## src/design/ppcr_regs.svh

```systemverilog
// Register offsets, field positions, reset values and timing counts for the port PHY controls
`ifndef PPCR_REGS_SVH
`define PPCR_REGS_SVH
`define PPCR_ADDR_W 8
`define PPCR_OFF_CTRL_P1 8'h1D
`define PPCR_OFF_CTRL_P2 8'h2D
`define PPCR_OFF_CTRL_P3 8'h3D
`define PPCR_OFF_CTRL_P4 8'h4D
`define PPCR_OFF_CTRL_RSVD 8'h5D
`define PPCR_OFF_ADV_P1 8'h1C
`define PPCR_OFF_ADV_P2 8'h2C
`define PPCR_OFF_ADV_P3 8'h3C
`define PPCR_OFF_ADV_P4 8'h4C
`define PPCR_ADV_HD100_BIT 2
`define PPCR_ADV_FD10_BIT 1
`define PPCR_ADV_HD10_BIT 0
`define PPCR_ADV_MASK 8'h07
`define PPCR_ADV_RESET 8'h07
`define PPCR_CTL_LED_OFF_BIT 7
`define PPCR_CTL_TX_DIS_BIT 6
`define PPCR_CTL_RENEG_BIT 5
`define PPCR_CTL_RSVD_BIT 4
`define PPCR_CTL_PWR_DN_BIT 3
`define PPCR_CTL_XOVR_DIS_BIT 2
`define PPCR_CTL_FORCE_MDI_BIT 1
`define PPCR_CTL_MAC_LOOP_BIT 0
`define PPCR_CTL_MASK 8'hEF
`define PPCR_CTL_RESET 8'h00
`define PPCR_RENEG_PULSE_CYC 1
`endif

```

## src/design/ppcr_pkg.sv

```systemverilog
// Types shared by the port PHY control register block
package ppcr_pkg;
  typedef struct packed {
    logic led_off;
    logic tx_disable;
    logic power_down;
    logic auto_xover_dis;
    logic force_mdi;
    logic mac_loopback;
    logic adv_hd100;
    logic adv_fd10;
    logic adv_hd10;
  } ppcr_port_ctl_t;

  typedef struct packed {
    logic [7:0] addr;
    logic [7:0] wdata;
    logic wr;
    logic rd;
  } ppcr_bus_req_t;
endpackage

```

## src/design/ppcr_port_ctl.sv

```systemverilog
// One port's control byte and advertisement bits with the restart pulse
`timescale 1ns/1ps
`include "ppcr_regs.svh"
module ppcr_port_ctl
  import ppcr_pkg::*;
(
  input wire logic clk,
  input wire logic reset,
  input wire logic ctl_wr,
  input wire logic adv_wr,
  input wire logic [7:0] wdata,
  output logic [7:0] ctl_rd,
  output logic [7:0] adv_rd,
  output ppcr_port_ctl_t ctl,
  output logic renegotiate_link
);
  logic [7:0] ctl_ff;
  logic [7:0] adv_ff;
  logic reneg_ff;

  always_ff @(posedge clk)
  begin
    if (reset)
      ctl_ff <= `PPCR_CTL_RESET;
    else if (ctl_wr)
      ctl_ff <= wdata & `PPCR_CTL_MASK;
  end

  always_ff @(posedge clk)
  begin
    if (reset)
      adv_ff <= `PPCR_ADV_RESET;
    else if (adv_wr)
      adv_ff <= wdata & `PPCR_ADV_MASK;
  end

  // Restart is a one-cycle pulse; the stored bit keeps the written value but always reads back as zero
  always_ff @(posedge clk)
  begin
    if (reset)
      reneg_ff <= 1'b0;
    else
      reneg_ff <= ctl_wr & wdata[`PPCR_CTL_RENEG_BIT];
  end

  assign renegotiate_link = reneg_ff;
  assign ctl_rd = {ctl_ff[7:6], 1'b0, 1'b0, ctl_ff[3:0]};
  assign adv_rd = adv_ff & `PPCR_ADV_MASK;

  assign ctl.led_off = ctl_ff[`PPCR_CTL_LED_OFF_BIT];
  assign ctl.tx_disable = ctl_ff[`PPCR_CTL_TX_DIS_BIT];
  assign ctl.power_down = ctl_ff[`PPCR_CTL_PWR_DN_BIT];
  assign ctl.auto_xover_dis = ctl_ff[`PPCR_CTL_XOVR_DIS_BIT];
  assign ctl.force_mdi = ctl_ff[`PPCR_CTL_FORCE_MDI_BIT];
  assign ctl.mac_loopback = ctl_ff[`PPCR_CTL_MAC_LOOP_BIT];
  assign ctl.adv_hd100 = adv_ff[`PPCR_ADV_HD100_BIT];
  assign ctl.adv_fd10 = adv_ff[`PPCR_ADV_FD10_BIT];
  assign ctl.adv_hd10 = adv_ff[`PPCR_ADV_HD10_BIT];

  // A second pulse cycle is legal only when software wrote the restart bit again
  a_reneg_one_cycle: assert property (@(posedge clk) disable iff (reset)
    renegotiate_link |=> !renegotiate_link ||
      ($past(ctl_wr) && $past(wdata[`PPCR_CTL_RENEG_BIT])))
    else $error("restart pulse longer than one cycle");
endmodule

```

## src/design/ppcr_top.sv

```systemverilog
// Port PHY control registers for four switch ports: control byte and advertisement bits
`timescale 1ns/1ps
`include "ppcr_regs.svh"
module ppcr_top
  import ppcr_pkg::*;
#(
  parameter int NPORTS = 4
)
(
  input wire logic clk,
  input wire logic reset,
  input wire logic [7:0] reg_addr,
  input wire logic [7:0] reg_wdata,
  input wire logic reg_wr,
  input wire logic reg_rd,
  output logic [7:0] reg_rdata,
  input wire logic [NPORTS-1:0] led_link_n,
  input wire logic [NPORTS-1:0] led_act_n,
  input wire logic [NPORTS-1:0] led_speed_n,
  output logic [NPORTS-1:0] port_led_pin_low,
  output logic [NPORTS-1:0] port_led_pin_mid,
  output logic [NPORTS-1:0] port_led_pin_high,
  output logic [NPORTS-1:0] phy_tx_disable,
  output logic [NPORTS-1:0] phy_power_down,
  output logic [NPORTS-1:0] phy_renegotiate,
  output logic [NPORTS-1:0] phy_auto_xover_en,
  output logic [NPORTS-1:0] phy_mdi_mode,
  output logic [NPORTS-1:0] mac_loopback,
  output logic [NPORTS-1:0] adv_100_half,
  output logic [NPORTS-1:0] adv_10_full,
  output logic [NPORTS-1:0] adv_10_half
);
  ppcr_bus_req_t req;
  ppcr_port_ctl_t ctl [NPORTS];
  logic [7:0] ctl_rd [NPORTS];
  logic [7:0] adv_rd [NPORTS];
  logic [NPORTS-1:0] ctl_sel;
  logic [NPORTS-1:0] adv_sel;
  logic [7:0] nxt_rdata;
  logic [7:0] rdata_ff;
  logic [NPORTS-1:0] led_off_q;
  logic [NPORTS-1:0] led_low_ff;
  logic [NPORTS-1:0] led_mid_ff;
  logic [NPORTS-1:0] led_high_ff;
  logic [NPORTS-1:0] link_s1_ff;
  logic [NPORTS-1:0] link_s2_ff;
  logic [NPORTS-1:0] act_s1_ff;
  logic [NPORTS-1:0] act_s2_ff;
  logic [NPORTS-1:0] spd_s1_ff;
  logic [NPORTS-1:0] spd_s2_ff;

  // Upper nibble of the address selects the port, low nibble the register
  function automatic logic hits(input logic [7:0] addr, input int port, input logic [3:0] lo);
    hits = (addr[7:4] == 4'(port + 1)) && (addr[3:0] == lo);
  endfunction

  assign req = '{addr: reg_addr, wdata: reg_wdata, wr: reg_wr, rd: reg_rd};

  genvar g;
  generate
    for (g = 0; g < NPORTS; g++)
    begin : g_port
      assign ctl_sel[g] = hits(req.addr, g, 4'(`PPCR_OFF_CTRL_P1 & 8'h0F));
      assign adv_sel[g] = hits(req.addr, g, 4'(`PPCR_OFF_ADV_P1 & 8'h0F));

      ppcr_port_ctl u_port (
        .clk(clk),
        .reset(reset),
        .ctl_wr(req.wr & ctl_sel[g]),
        .adv_wr(req.wr & adv_sel[g]),
        .wdata(req.wdata),
        .ctl_rd(ctl_rd[g]),
        .adv_rd(adv_rd[g]),
        .ctl(ctl[g]),
        .renegotiate_link(phy_renegotiate[g])
      );

      assign led_off_q[g] = ctl[g].led_off;
      assign phy_tx_disable[g] = ctl[g].tx_disable;
      assign phy_power_down[g] = ctl[g].power_down;
      assign phy_auto_xover_en[g] = !ctl[g].auto_xover_dis;
      assign phy_mdi_mode[g] = ctl[g].force_mdi;
      assign mac_loopback[g] = ctl[g].mac_loopback;
      assign adv_100_half[g] = ctl[g].adv_hd100;
      assign adv_10_full[g] = ctl[g].adv_fd10;
      assign adv_10_half[g] = ctl[g].adv_hd10;
    end
  endgenerate

  // Unmapped and reserved offsets, 0x5D among them, read as zero
  always_comb
  begin
    nxt_rdata = 8'h00;
    for (int i = 0; i < NPORTS; i++)
    begin
      if (ctl_sel[i])
        nxt_rdata = ctl_rd[i];
      if (adv_sel[i])
        nxt_rdata = adv_rd[i];
    end
  end

  always_ff @(posedge clk)
  begin
    if (reset)
      rdata_ff <= 8'h00;
    else if (req.rd)
      rdata_ff <= nxt_rdata;
    else
      rdata_ff <= 8'h00;
  end

  assign reg_rdata = rdata_ff;

  // LED indications come from pin-side logic, so they are synchronised first
  always_ff @(posedge clk)
  begin
    if (reset)
    begin
      link_s1_ff <= '1;
      link_s2_ff <= '1;
      act_s1_ff <= '1;
      act_s2_ff <= '1;
      spd_s1_ff <= '1;
      spd_s2_ff <= '1;
    end
    else
    begin
      link_s1_ff <= led_link_n;
      link_s2_ff <= link_s1_ff;
      act_s1_ff <= led_act_n;
      act_s2_ff <= act_s1_ff;
      spd_s1_ff <= led_speed_n;
      spd_s2_ff <= spd_s1_ff;
    end
  end

  // Blanked LEDs are driven high, which is the unlit level of these pins
  always_ff @(posedge clk)
  begin
    if (reset)
    begin
      led_low_ff <= '1;
      led_mid_ff <= '1;
      led_high_ff <= '1;
    end
    else
    begin
      led_low_ff <= link_s2_ff | led_off_q;
      led_mid_ff <= act_s2_ff | led_off_q;
      led_high_ff <= spd_s2_ff | led_off_q;
    end
  end

  assign port_led_pin_low = led_low_ff;
  assign port_led_pin_mid = led_mid_ff;
  assign port_led_pin_high = led_high_ff;

  a_led_blank_high: assert property (@(posedge clk) disable iff (reset)
    $past(led_off_q[0]) |-> port_led_pin_low[0] && port_led_pin_mid[0] && port_led_pin_high[0])
    else $error("blanked LEDs not driven high");

  a_txdis_follows_wr: assert property (@(posedge clk) disable iff (reset)
    reg_wr && reg_addr == `PPCR_OFF_CTRL_P1 |=> phy_tx_disable[0] == $past(reg_wdata[6]))
    else $error("transmit disable not written");

  a_reneg_on_write: assert property (@(posedge clk) disable iff (reset)
    reg_wr && reg_addr == `PPCR_OFF_CTRL_P2 && reg_wdata[5] |=> phy_renegotiate[1])
    else $error("restart pulse missing");

  a_reneg_reads_zero: assert property (@(posedge clk) disable iff (reset)
    reg_rd && reg_addr == `PPCR_OFF_CTRL_P3 |=> reg_rdata[5:4] == 2'b00)
    else $error("restart or reserved bit read as one");

  a_pwrdn_follows_wr: assert property (@(posedge clk) disable iff (reset)
    reg_wr && reg_addr == `PPCR_OFF_CTRL_P4 |=> phy_power_down[3] == $past(reg_wdata[3]))
    else $error("power down not written");

  a_xover_mode: assert property (@(posedge clk) disable iff (reset)
    reg_wr && reg_addr == `PPCR_OFF_CTRL_P1 |=>
      phy_auto_xover_en[0] != $past(reg_wdata[2]) && phy_mdi_mode[0] == $past(reg_wdata[1]))
    else $error("crossover mode not written");

  a_loop_follows_wr: assert property (@(posedge clk) disable iff (reset)
    reg_wr && reg_addr == `PPCR_OFF_CTRL_P2 |=> mac_loopback[1] == $past(reg_wdata[0]))
    else $error("loopback not written");

  a_rsvd_reads_zero: assert property (@(posedge clk) disable iff (reset)
    reg_rd && reg_addr == `PPCR_OFF_CTRL_RSVD |=> reg_rdata == 8'h00)
    else $error("reserved offset read nonzero");

  a_adv_default: assert property (@(posedge clk)
    $past(reset) |-> adv_100_half == '1 && adv_10_full == '1 && adv_10_half == '1)
    else $error("advertisement default not one");

  // Every port is checked against bus traffic aimed at its own offsets; the offsets are
  // worked out here rather than taken from the decoder, so a decode fault is caught too
  for (genvar k = 0; k < NPORTS; k++)
  begin : g_port_chk
    localparam logic [7:0] CTL_OFF = 8'(`PPCR_OFF_CTRL_P1 + 8'h10 * k);
    localparam logic [7:0] ADV_OFF = 8'(`PPCR_OFF_ADV_P1 + 8'h10 * k);

    a_adv_write_lands: assert property (@(posedge clk) disable iff (reset)
      reg_wr && reg_addr == ADV_OFF |=>
        {adv_100_half[k], adv_10_full[k], adv_10_half[k]} == $past(reg_wdata[2:0]))
      else $error("advertisement write lost");

    a_adv_hold_port: assert property (@(posedge clk) disable iff (reset)
      !(reg_wr && reg_addr == ADV_OFF) |=>
        $stable({adv_100_half[k], adv_10_full[k], adv_10_half[k]}))
      else $error("advertisement changed without a write");

    a_led_blank_port: assert property (@(posedge clk) disable iff (reset)
      reg_wr && reg_addr == CTL_OFF && reg_wdata[7] |=> ##1
        port_led_pin_low[k] && port_led_pin_mid[k] && port_led_pin_high[k])
      else $error("port LEDs not blanked after write");

    a_txdis_port: assert property (@(posedge clk) disable iff (reset)
      reg_wr && reg_addr == CTL_OFF |=> phy_tx_disable[k] == $past(reg_wdata[6]))
      else $error("port transmit disable not written");

    a_reneg_port: assert property (@(posedge clk) disable iff (reset)
      reg_wr && reg_addr == CTL_OFF |=> phy_renegotiate[k] == $past(reg_wdata[5]))
      else $error("port restart pulse wrong");

    // Writing zero to the restart bit must never start a negotiation
    a_reneg_needs_write: assert property (@(posedge clk) disable iff (reset)
      phy_renegotiate[k] |->
        $past(reg_wr) && $past(reg_addr) == CTL_OFF && $past(reg_wdata[5]))
      else $error("restart pulse without a restart write");

    a_pwrdn_port: assert property (@(posedge clk) disable iff (reset)
      reg_wr && reg_addr == CTL_OFF |=> phy_power_down[k] == $past(reg_wdata[3]))
      else $error("port power down not written");

    a_xover_port: assert property (@(posedge clk) disable iff (reset)
      reg_wr && reg_addr == CTL_OFF |=>
        phy_auto_xover_en[k] != $past(reg_wdata[2]) && phy_mdi_mode[k] == $past(reg_wdata[1]))
      else $error("port crossover mode not written");

    a_loop_port: assert property (@(posedge clk) disable iff (reset)
      reg_wr && reg_addr == CTL_OFF |=> mac_loopback[k] == $past(reg_wdata[0]))
      else $error("port loopback not written");

    a_ctl_read_port: assert property (@(posedge clk) disable iff (reset)
      reg_rd && reg_addr == CTL_OFF |=> reg_rdata[5:4] == 2'b00 &&
        reg_rdata[6] == $past(phy_tx_disable[k]) && reg_rdata[3] == $past(phy_power_down[k]) &&
        reg_rdata[2] != $past(phy_auto_xover_en[k]) && reg_rdata[1] == $past(phy_mdi_mode[k]) &&
        reg_rdata[0] == $past(mac_loopback[k]))
      else $error("port control byte read back wrong");

    a_adv_read_port: assert property (@(posedge clk) disable iff (reset)
      reg_rd && reg_addr == ADV_OFF |=> reg_rdata ==
        {5'h00, $past(adv_100_half[k]), $past(adv_10_full[k]), $past(adv_10_half[k])})
      else $error("port advertisement read back wrong");

    // Writes to other ports, reserved or unmapped places leave this port alone
    a_ctl_hold_port: assert property (@(posedge clk) disable iff (reset)
      !(reg_wr && reg_addr == CTL_OFF) |=> $stable({phy_tx_disable[k], phy_power_down[k],
        phy_auto_xover_en[k], phy_mdi_mode[k], mac_loopback[k]}))
      else $error("port controls changed without a write");
  end

  c_reneg: cover property (@(posedge clk) disable iff (reset) phy_renegotiate[0]);
  c_forced_mdix: cover property (@(posedge clk) disable iff (reset)
    !phy_auto_xover_en[0] && !phy_mdi_mode[0]);
  c_led_off: cover property (@(posedge clk) disable iff (reset) led_off_q[2]);
  c_forced_mdi: cover property (@(posedge clk) disable iff (reset)
    !phy_auto_xover_en[1] && phy_mdi_mode[1]);
  c_back_to_back: cover property (@(posedge clk) disable iff (reset) reg_wr ##1 reg_rd);
endmodule

```

## config.mk

```make
export PLATFORM = sky130hd
export DESIGN_NAME = ppcr_top
export DESIGN_NICKNAME = d
export VERILOG_FILES = /design/src/design/ppcr_pkg.sv /design/src/design/ppcr_port_ctl.sv /design/src/design/ppcr_top.sv
export VERILOG_INCLUDE_DIRS = /design/src /design/src/design
export SDC_FILE = /design/constraint.sdc
export NUM_CORES = 1
export LEC_CHECK = 0
export BUFFER_PORTS_ARGS = -buffer_cell sky130_fd_sc_hd__buf_2
export CORE_UTILIZATION = 28
export CTS_CLUSTER_SIZE = 28
export DETAILED_ROUTE_END_ITERATION = 8
export PLACE_DENSITY = 0.54
export SYNTH_ARGS = -nofsm -noshare
export SYNTH_HDL_FRONTEND = slang
export SYNTH_SLANG_ARGS = --single-unit
```

## constraint.sdc

```tcl
create_clock -name clk -period 4.06 [get_ports clk]
set_clock_uncertainty 0.15 [all_clocks]
set_input_delay 0.812 -clock clk [delete_from_list [all_inputs] [get_ports clk]]
set_output_delay 0.812 -clock clk [all_outputs]
set_load 0.02 [all_outputs]
```

==> qor.yml, run 1 <==
floorplanning:
  die_h_um: 111
  io_pins: 88
  dieArea_um2: 12400
  rows: 39
  start_util_pct: 29.0
  dieWidth_um: 111
  core_area_um2: 11600
drt:
  antenna_left: 0
  drt-pass1-iter-count: 6
  avgViaCountPerCell: 4.44
  drtIter0Drc: 140
  via_count: 2397
  wl_per_cell_um: 14.1
  wirelength_mm: 7.60
  route.detailed.drc: 5
job:
  maxCapViolCount: 0
synth:
  yosysUniqueCellTypes: 47
  syn_area_um2: 3350
  synth-edff-count: 0
  synthFlopType: "dfxtp_1"
  synth_seq_area_share_pct: 48.9
  yosys_warnings: 0
  syn_inst: 347
  synth.avg_cell_area_um2: 9.67
  synth_seq_cells: 82
  synth-async-reset-ratio_pct: 0
place:
  place.gp.congestion: 0.772
  hpwl_mm: 5.51
  place_ws_ns: 0.993
  portBuffers: 84
critical_path:
  slowest_stage: "nor2b_1"
  start_kind: "input port"
  crit_path_end_kind: "flop"
  critPathMaxFanout: 24
  path_buf_inv: 1
  worstPathRequired_ns: 4.10
  path_delay_family: "simple AND/OR/NAND/NOR gates"
  cp.arrival_ns: 2.79
  path_class: "input port to flop"
  path_cells: "buf_2 -> nor4bb_1 -> nor2b_1 -> nor2b_1 -> mux2i_1 -> nor2_1"
  worst_path_largest_cell_delay_ns: 0.67
  crit_top_cell: "nor2b_1"
final_layout:
  synthToLayoutAreaGrowth_pct: 17.0
  antennaDiodeCount: 0
  utilization_pct: 34.0
  finalNetCount: 424
  drive_gt1_share_pct: 35.3
clock_network:
  cts_tree: "yes"
  clkSinkCount: 82
  cts-root-buf: "clkbuf_16"
  htreeDepth: 3
  path_clk_slew_ns: 0.06
  cts_made_buffers: 9
  postCtsSetupBuffers: 0
  clockBufferDepth: 2
  hold_buffers: 0
  worstSkewPairLatency_ns: 0.33
  cts_resized: 0
sta:
  worstMarginPinSlew_ns: 0.776
  post-route-min-period_ns: 2.75
  rsz0062_at_grt: "no"
  max_freq_mhz: 364
  slew_headroom_pct: 48.1
  fin_crit_sh_pct: 67.7
  setup_slack_ns: 1.31
  slew_viol_final: 0
  setup_tns_ns: 0
  finalHoldViolCount: 0
  setup_viol: 0
global_route:
  grt_max_degree: 63
  grtUsageTotal_pct: 12.5
  grt_pass1_vias: 2246
  antenna_found_initial: 0
  grt_pass1_wl_mm: 11.9
  grt.overflow.total: 0
pwr:
  p_total_mw: 1.68
  power.density_nw_per_um2: 427
  peakVddDrop_uv: 217
  leakagePower_nw: 1.54
status:
  outcome: "finished with violations"
  violations: "DRC"
hold_path:
  hp-class: "flop to flop"
cells in the final DEF, fill, tap and decap left out, types with 4 or more instances in the layout:
cell type | netlist | routed
o21ai_0 | 4 | 4
a21oi_1 | 13 | 13
inv_1 | 8 | 8
nor2b_1 | 9 | 9
and3b_1 | 5 | 5
a211o_1 | 10 | 10
or3_1 | 12 | 12
or2_2 | 25 | 25
mux2_2 | 5 | 5
dfxtp_1 | 82 | 82
mux2i_1 | 26 | 26
clkbuf_16 | 0 | 9
buf_2 | 2 | 84
nor3_1 | 6 | 6
nand2_1 | 12 | 12
nor2_1 | 42 | 42
cell usage after synthesis (2+ instances only):
library cell	count	area, µm²
dfxtp_1	82	1640
nor2_1	42	158
buf_4	34	255
mux2i_1	26	260
or2_2	25	156
clkbuf_1	14	52.6
a21oi_1	13	65.1
nand2_1	12	45.0
or3_1	12	75.1
a211o_1	10	87.6
nor2b_1	9	56.3
inv_1	8	30.0
nor3_1	6	30.0
and3b_1	5	43.8
mux2_2	5	56.3
o21ai_0	4	20.0
a22oi_1	3	22.5
a22o_1	2	17.5
and2_1	2	12.5
buf_1	2	7.51
buf_2	2	10.0
nand2b_1	2	12.5
nor3b_1	2	15.0
nor4bb_1	2	20.0
stage by stage:
stage	instances	instance area, µm²	hold WS [ns]
after floorplan	348	3360	0.234
after global placement	524	3640	0.241
after detailed placement	524	3640	0.242
after CTS	540	3930	0.255
after global routing	540	3930	0.265
final	540	3930	0.251
per-layer routing:
metal	vias to the layer above	part of all wire, %	track usage (%)
li1	1227	-	-
met1	1103	49	16.4
met2	58	43	18.3
met3	9	6.3	4.52
met4	0	1.5	5.68
met5	-	0	0
cell families after synthesis:
logic type	after synthesis	synth area share, %
mux	31	9.44
buf+inv	62	11.1
other cells	1	0.112
flops	82	48.9
compound gates	38	7.87
simple gates	133	22.6
flip-flops by register name, indices dropped and copies added, names as in the netlist:
name / count
act_s1_ff: 4
g_port.u_port.adv_ff: 12
spd_s2_ff: 4
port_led_pin_high: 4
act_s2_ff: 4
port_led_pin_mid: 4
spd_s1_ff: 4
port_led_pin_low: 4
g_port.u_port.renegotiate_link: 4
reg_rdata: 6
link_s1_ff: 4
link_s2_ff: 4
g_port.u_port.ctl_ff: 24
path summary, 6_finish.rpt:
path                                                  from                    endpoint  slack [ns]  depth (start not counted)
worst max-delay path                           reg_addr[0]  g_port[3].u_port.ctl_ff[1]        1.31                          6
worst min-delay path                          act_s2_ff[2]         port_led_pin_mid[2]        0.25                          1
worst max register to register  g_port[2].u_port.ctl_ff[0]                reg_rdata[0]        2.47                          5
worst min register to register                act_s2_ff[2]         port_led_pin_mid[2]        0.25                          1
report_power, final:
group	switching [mW]	internal, mW
combinational	0.0540	0.0331
clock	0.332	0.436
sequential	0.00283	0.819
total	0.389	1.29
layout make-up:
type                    instances  area, µm²
clock buffers                  10        239
clock inverters                 6       48.8
fillers                      1200       7640
inverters                       8       30.0
multi-input cells             204       1350
flip-flops and latches         82       1640
well taps                     143        179
repair buffers                 87        443
worst reg2reg max path, delay by kind of cell (launching register included):
family,cells,cell delay [ns]
muxes,1,0.27
AOI/OAI and AO/OA,3,0.59
DFF,1,0.35
and+or+nand+nor,1,0.11
Note: power is estimated with default switching activity, not from simulation.
==> run 2, diff against run 1 <==
PLACE_DENSITY = 0.55   (was 0.54)
clock period = 2.3 ns   (was 4.06 ns; I/O delays follow)
==> qor.yml, run 2 (same netlist as run 1, synthesis figures left out) <==
hold_path:
  holdPathEnd: "link_s1_ff[3]"
  hold_depth: 2
  hold_start: "led_link_n[3]"
  hp-class: "input port to flop"
clock_network:
  cts-root-buf: "clkbuf_16"
  cts_tree: "yes"
  worstSkewPairLatency_ns: 0.33
  htreeDepth: 3
  path_clk_slew_ns: 0.06
  hold_buffers: 0
  postCtsSetupBuffers: 0
  clkSinkCount: 82
  cts_resized: 0
  clockBufferDepth: 2
  cts_made_buffers: 9
drt:
  drtIter0Drc: 93
  wl_per_cell_um: 14.2
  wirelength_mm: 7.90
  route.detailed.drc: 6
  antenna_left: 0
  drt-pass1-iter-count: 8
  via_count: 2471
  avgViaCountPerCell: 4.45
sta:
  fin_hold_ws_ns: 0.154
  fin_crit_sh_pct: 84.0
  setup_tns_ns: 0
  post-route-min-period_ns: 1.93
  slew_viol_final: 0
  worstMarginPinSlew_ns: 0.484
  max_freq_mhz: 517
  setup_viol: 0
  rsz0062_at_grt: "no"
  slew_headroom_pct: 67.3
  finalHoldViolCount: 0
final_layout:
  regMostFlops: "g_port.u_port.ctl_ff"
  regArea_um2: 1640
  largest_reg_flops: 24
  antennaDiodeCount: 0
  multi_input_area_um2: 1350
  filler_cell_count: 1200
  synthToLayoutAreaGrowth_pct: 20.4
  layout_common_cells: "buf_2 (84), dfxtp_1 (82), nor2_1 (42), mux2i_1 (26), or2_2 (25)"
  finalNetCount: 439
  drive_gt1_share_pct: 37.6
  utilization_pct: 34.9
  layout_commonest_cell: "buf_2"
global_route:
  grtUsageTotal_pct: 13.2
  grt_max_degree: 79
  antenna_found_initial: 0
  grt_pass1_vias: 2391
  grt_pass1_wl_mm: 12.5
  grt.overflow.total: 0
floorplanning:
  core_area_um2: 11600
  dieWidth_um: 111
  dieArea_um2: 12400
  die_h_um: 111
  io_pins: 88
  rows: 39
  start_util_pct: 29.0
critical_path:
  reg2reg_to: "reg_rdata[0]"
  reg2reg_depth: 5
  r2r-start: "g_port[2].u_port.ctl_ff[0]"
  ff2ff_setup_slack_ns: 0.69
  cp.arrival_ns: 2.01
  crit_path_end_kind: "flop"
  critPathMaxFanout: 6
  start_kind: "input port"
  worstPathRequired_ns: 2.37
  path_class: "input port to flop"
place:
  place.gp.congestion: 0.840
  hpwl_mm: 5.73
  portBuffers: 84
status:
  violations: "DRC"
  outcome: "finished with violations"
pwr:
  power.density_nw_per_um2: 732
  leakagePower_nw: 1.62
  peakVddDrop_uv: 280
job:
  maxCapViolCount: 0
run 2: cell types whose count changed in the layout (fill, tap and decap cells not counted):
| cell | delta |
|---|---|
| buf_4 | +14 |
| clkbuf_8 | -1 |
| clkinv_2 | +2 |
| clkinvlp_4 | -1 |
| inv_6 | +1 |
| buf_12 | +1 |
| clkinv_4 | -1 |
run 2: worst max-delay path, cell delays in order:
cell     delay [ns]
buf_2          0.14
or3b_1         0.37
or2_1          0.35
nor3b_4        0.33
nor2b_1        0.08
a211o_1        0.26
run 2: worst max-delay path by stage:
| stage | from | end | slack, ns | depth (start not counted) |
|---|---|---|---|---|
| final | reg_addr[5] | g_port[2].u_port.adv_ff[0] | 0.37 | 6 |
| after global routing | reg_addr[5] | g_port[2].u_port.adv_ff[0] | 0.28 | 6 |
| after CTS | reg_addr[5] | g_port[2].u_port.adv_ff[0] | 0.36 | 6 |
| after detailed placement | reg_addr[5] | g_port[2].u_port.adv_ff[0] | 0.009 | 6 |
| after global placement | reg_addr[5] | g_port[2].u_port.adv_ff[0] | 0.07 | 6 |
| after floorplan | reg_addr[7] | g_port[2].u_port.adv_ff[0] | 0.14 | 7 |
run 2: metal layers:
layer | vias to the layer above | global-route usage (%) | wire length [µm]
met3 | 6 | 4.35 | 484
met2 | 56 | 19.9 | 3540
met4 | 0 | 5.41 | 77
li1 | 1255 | - | -
met1 | 1154 | 17.2 | 3790
met5 | - | 0 | 0
run 2: where the power goes:
group          switching [mW]  total, mW  internal (mW)  leakage (nW)
combinational           0.101      0.173         0.0717         0.817
clock                   0.595       1.33          0.738         0.133
sequential            0.00530       1.45           1.45         0.668
total                   0.702       2.96           2.26          1.62
run 2: stage by stage:
step	instances	worst slack (ns)	instance area [µm²]	total power [mW]
detailed placement	539	0.00919	3760	1.66
global placement	539	0.0668	3760	1.65
global route	555	0.276	4040	3.08
finish	555	0.367	4040	2.96
CTS	555	0.359	4040	3.00
floorplan	348	0.142	3360	1.58
run 2: cell type report:
cell class / instances / area share, %
inverter: 8 / 0.743
clock inverter: 7 / 1.27
timing repair buffer: 102 / 14.1
clock buffer: 9 / 5.57
sequential: 82 / 40.6
tap: 143 / 4.43
multi-input combinational: 204 / 33.3
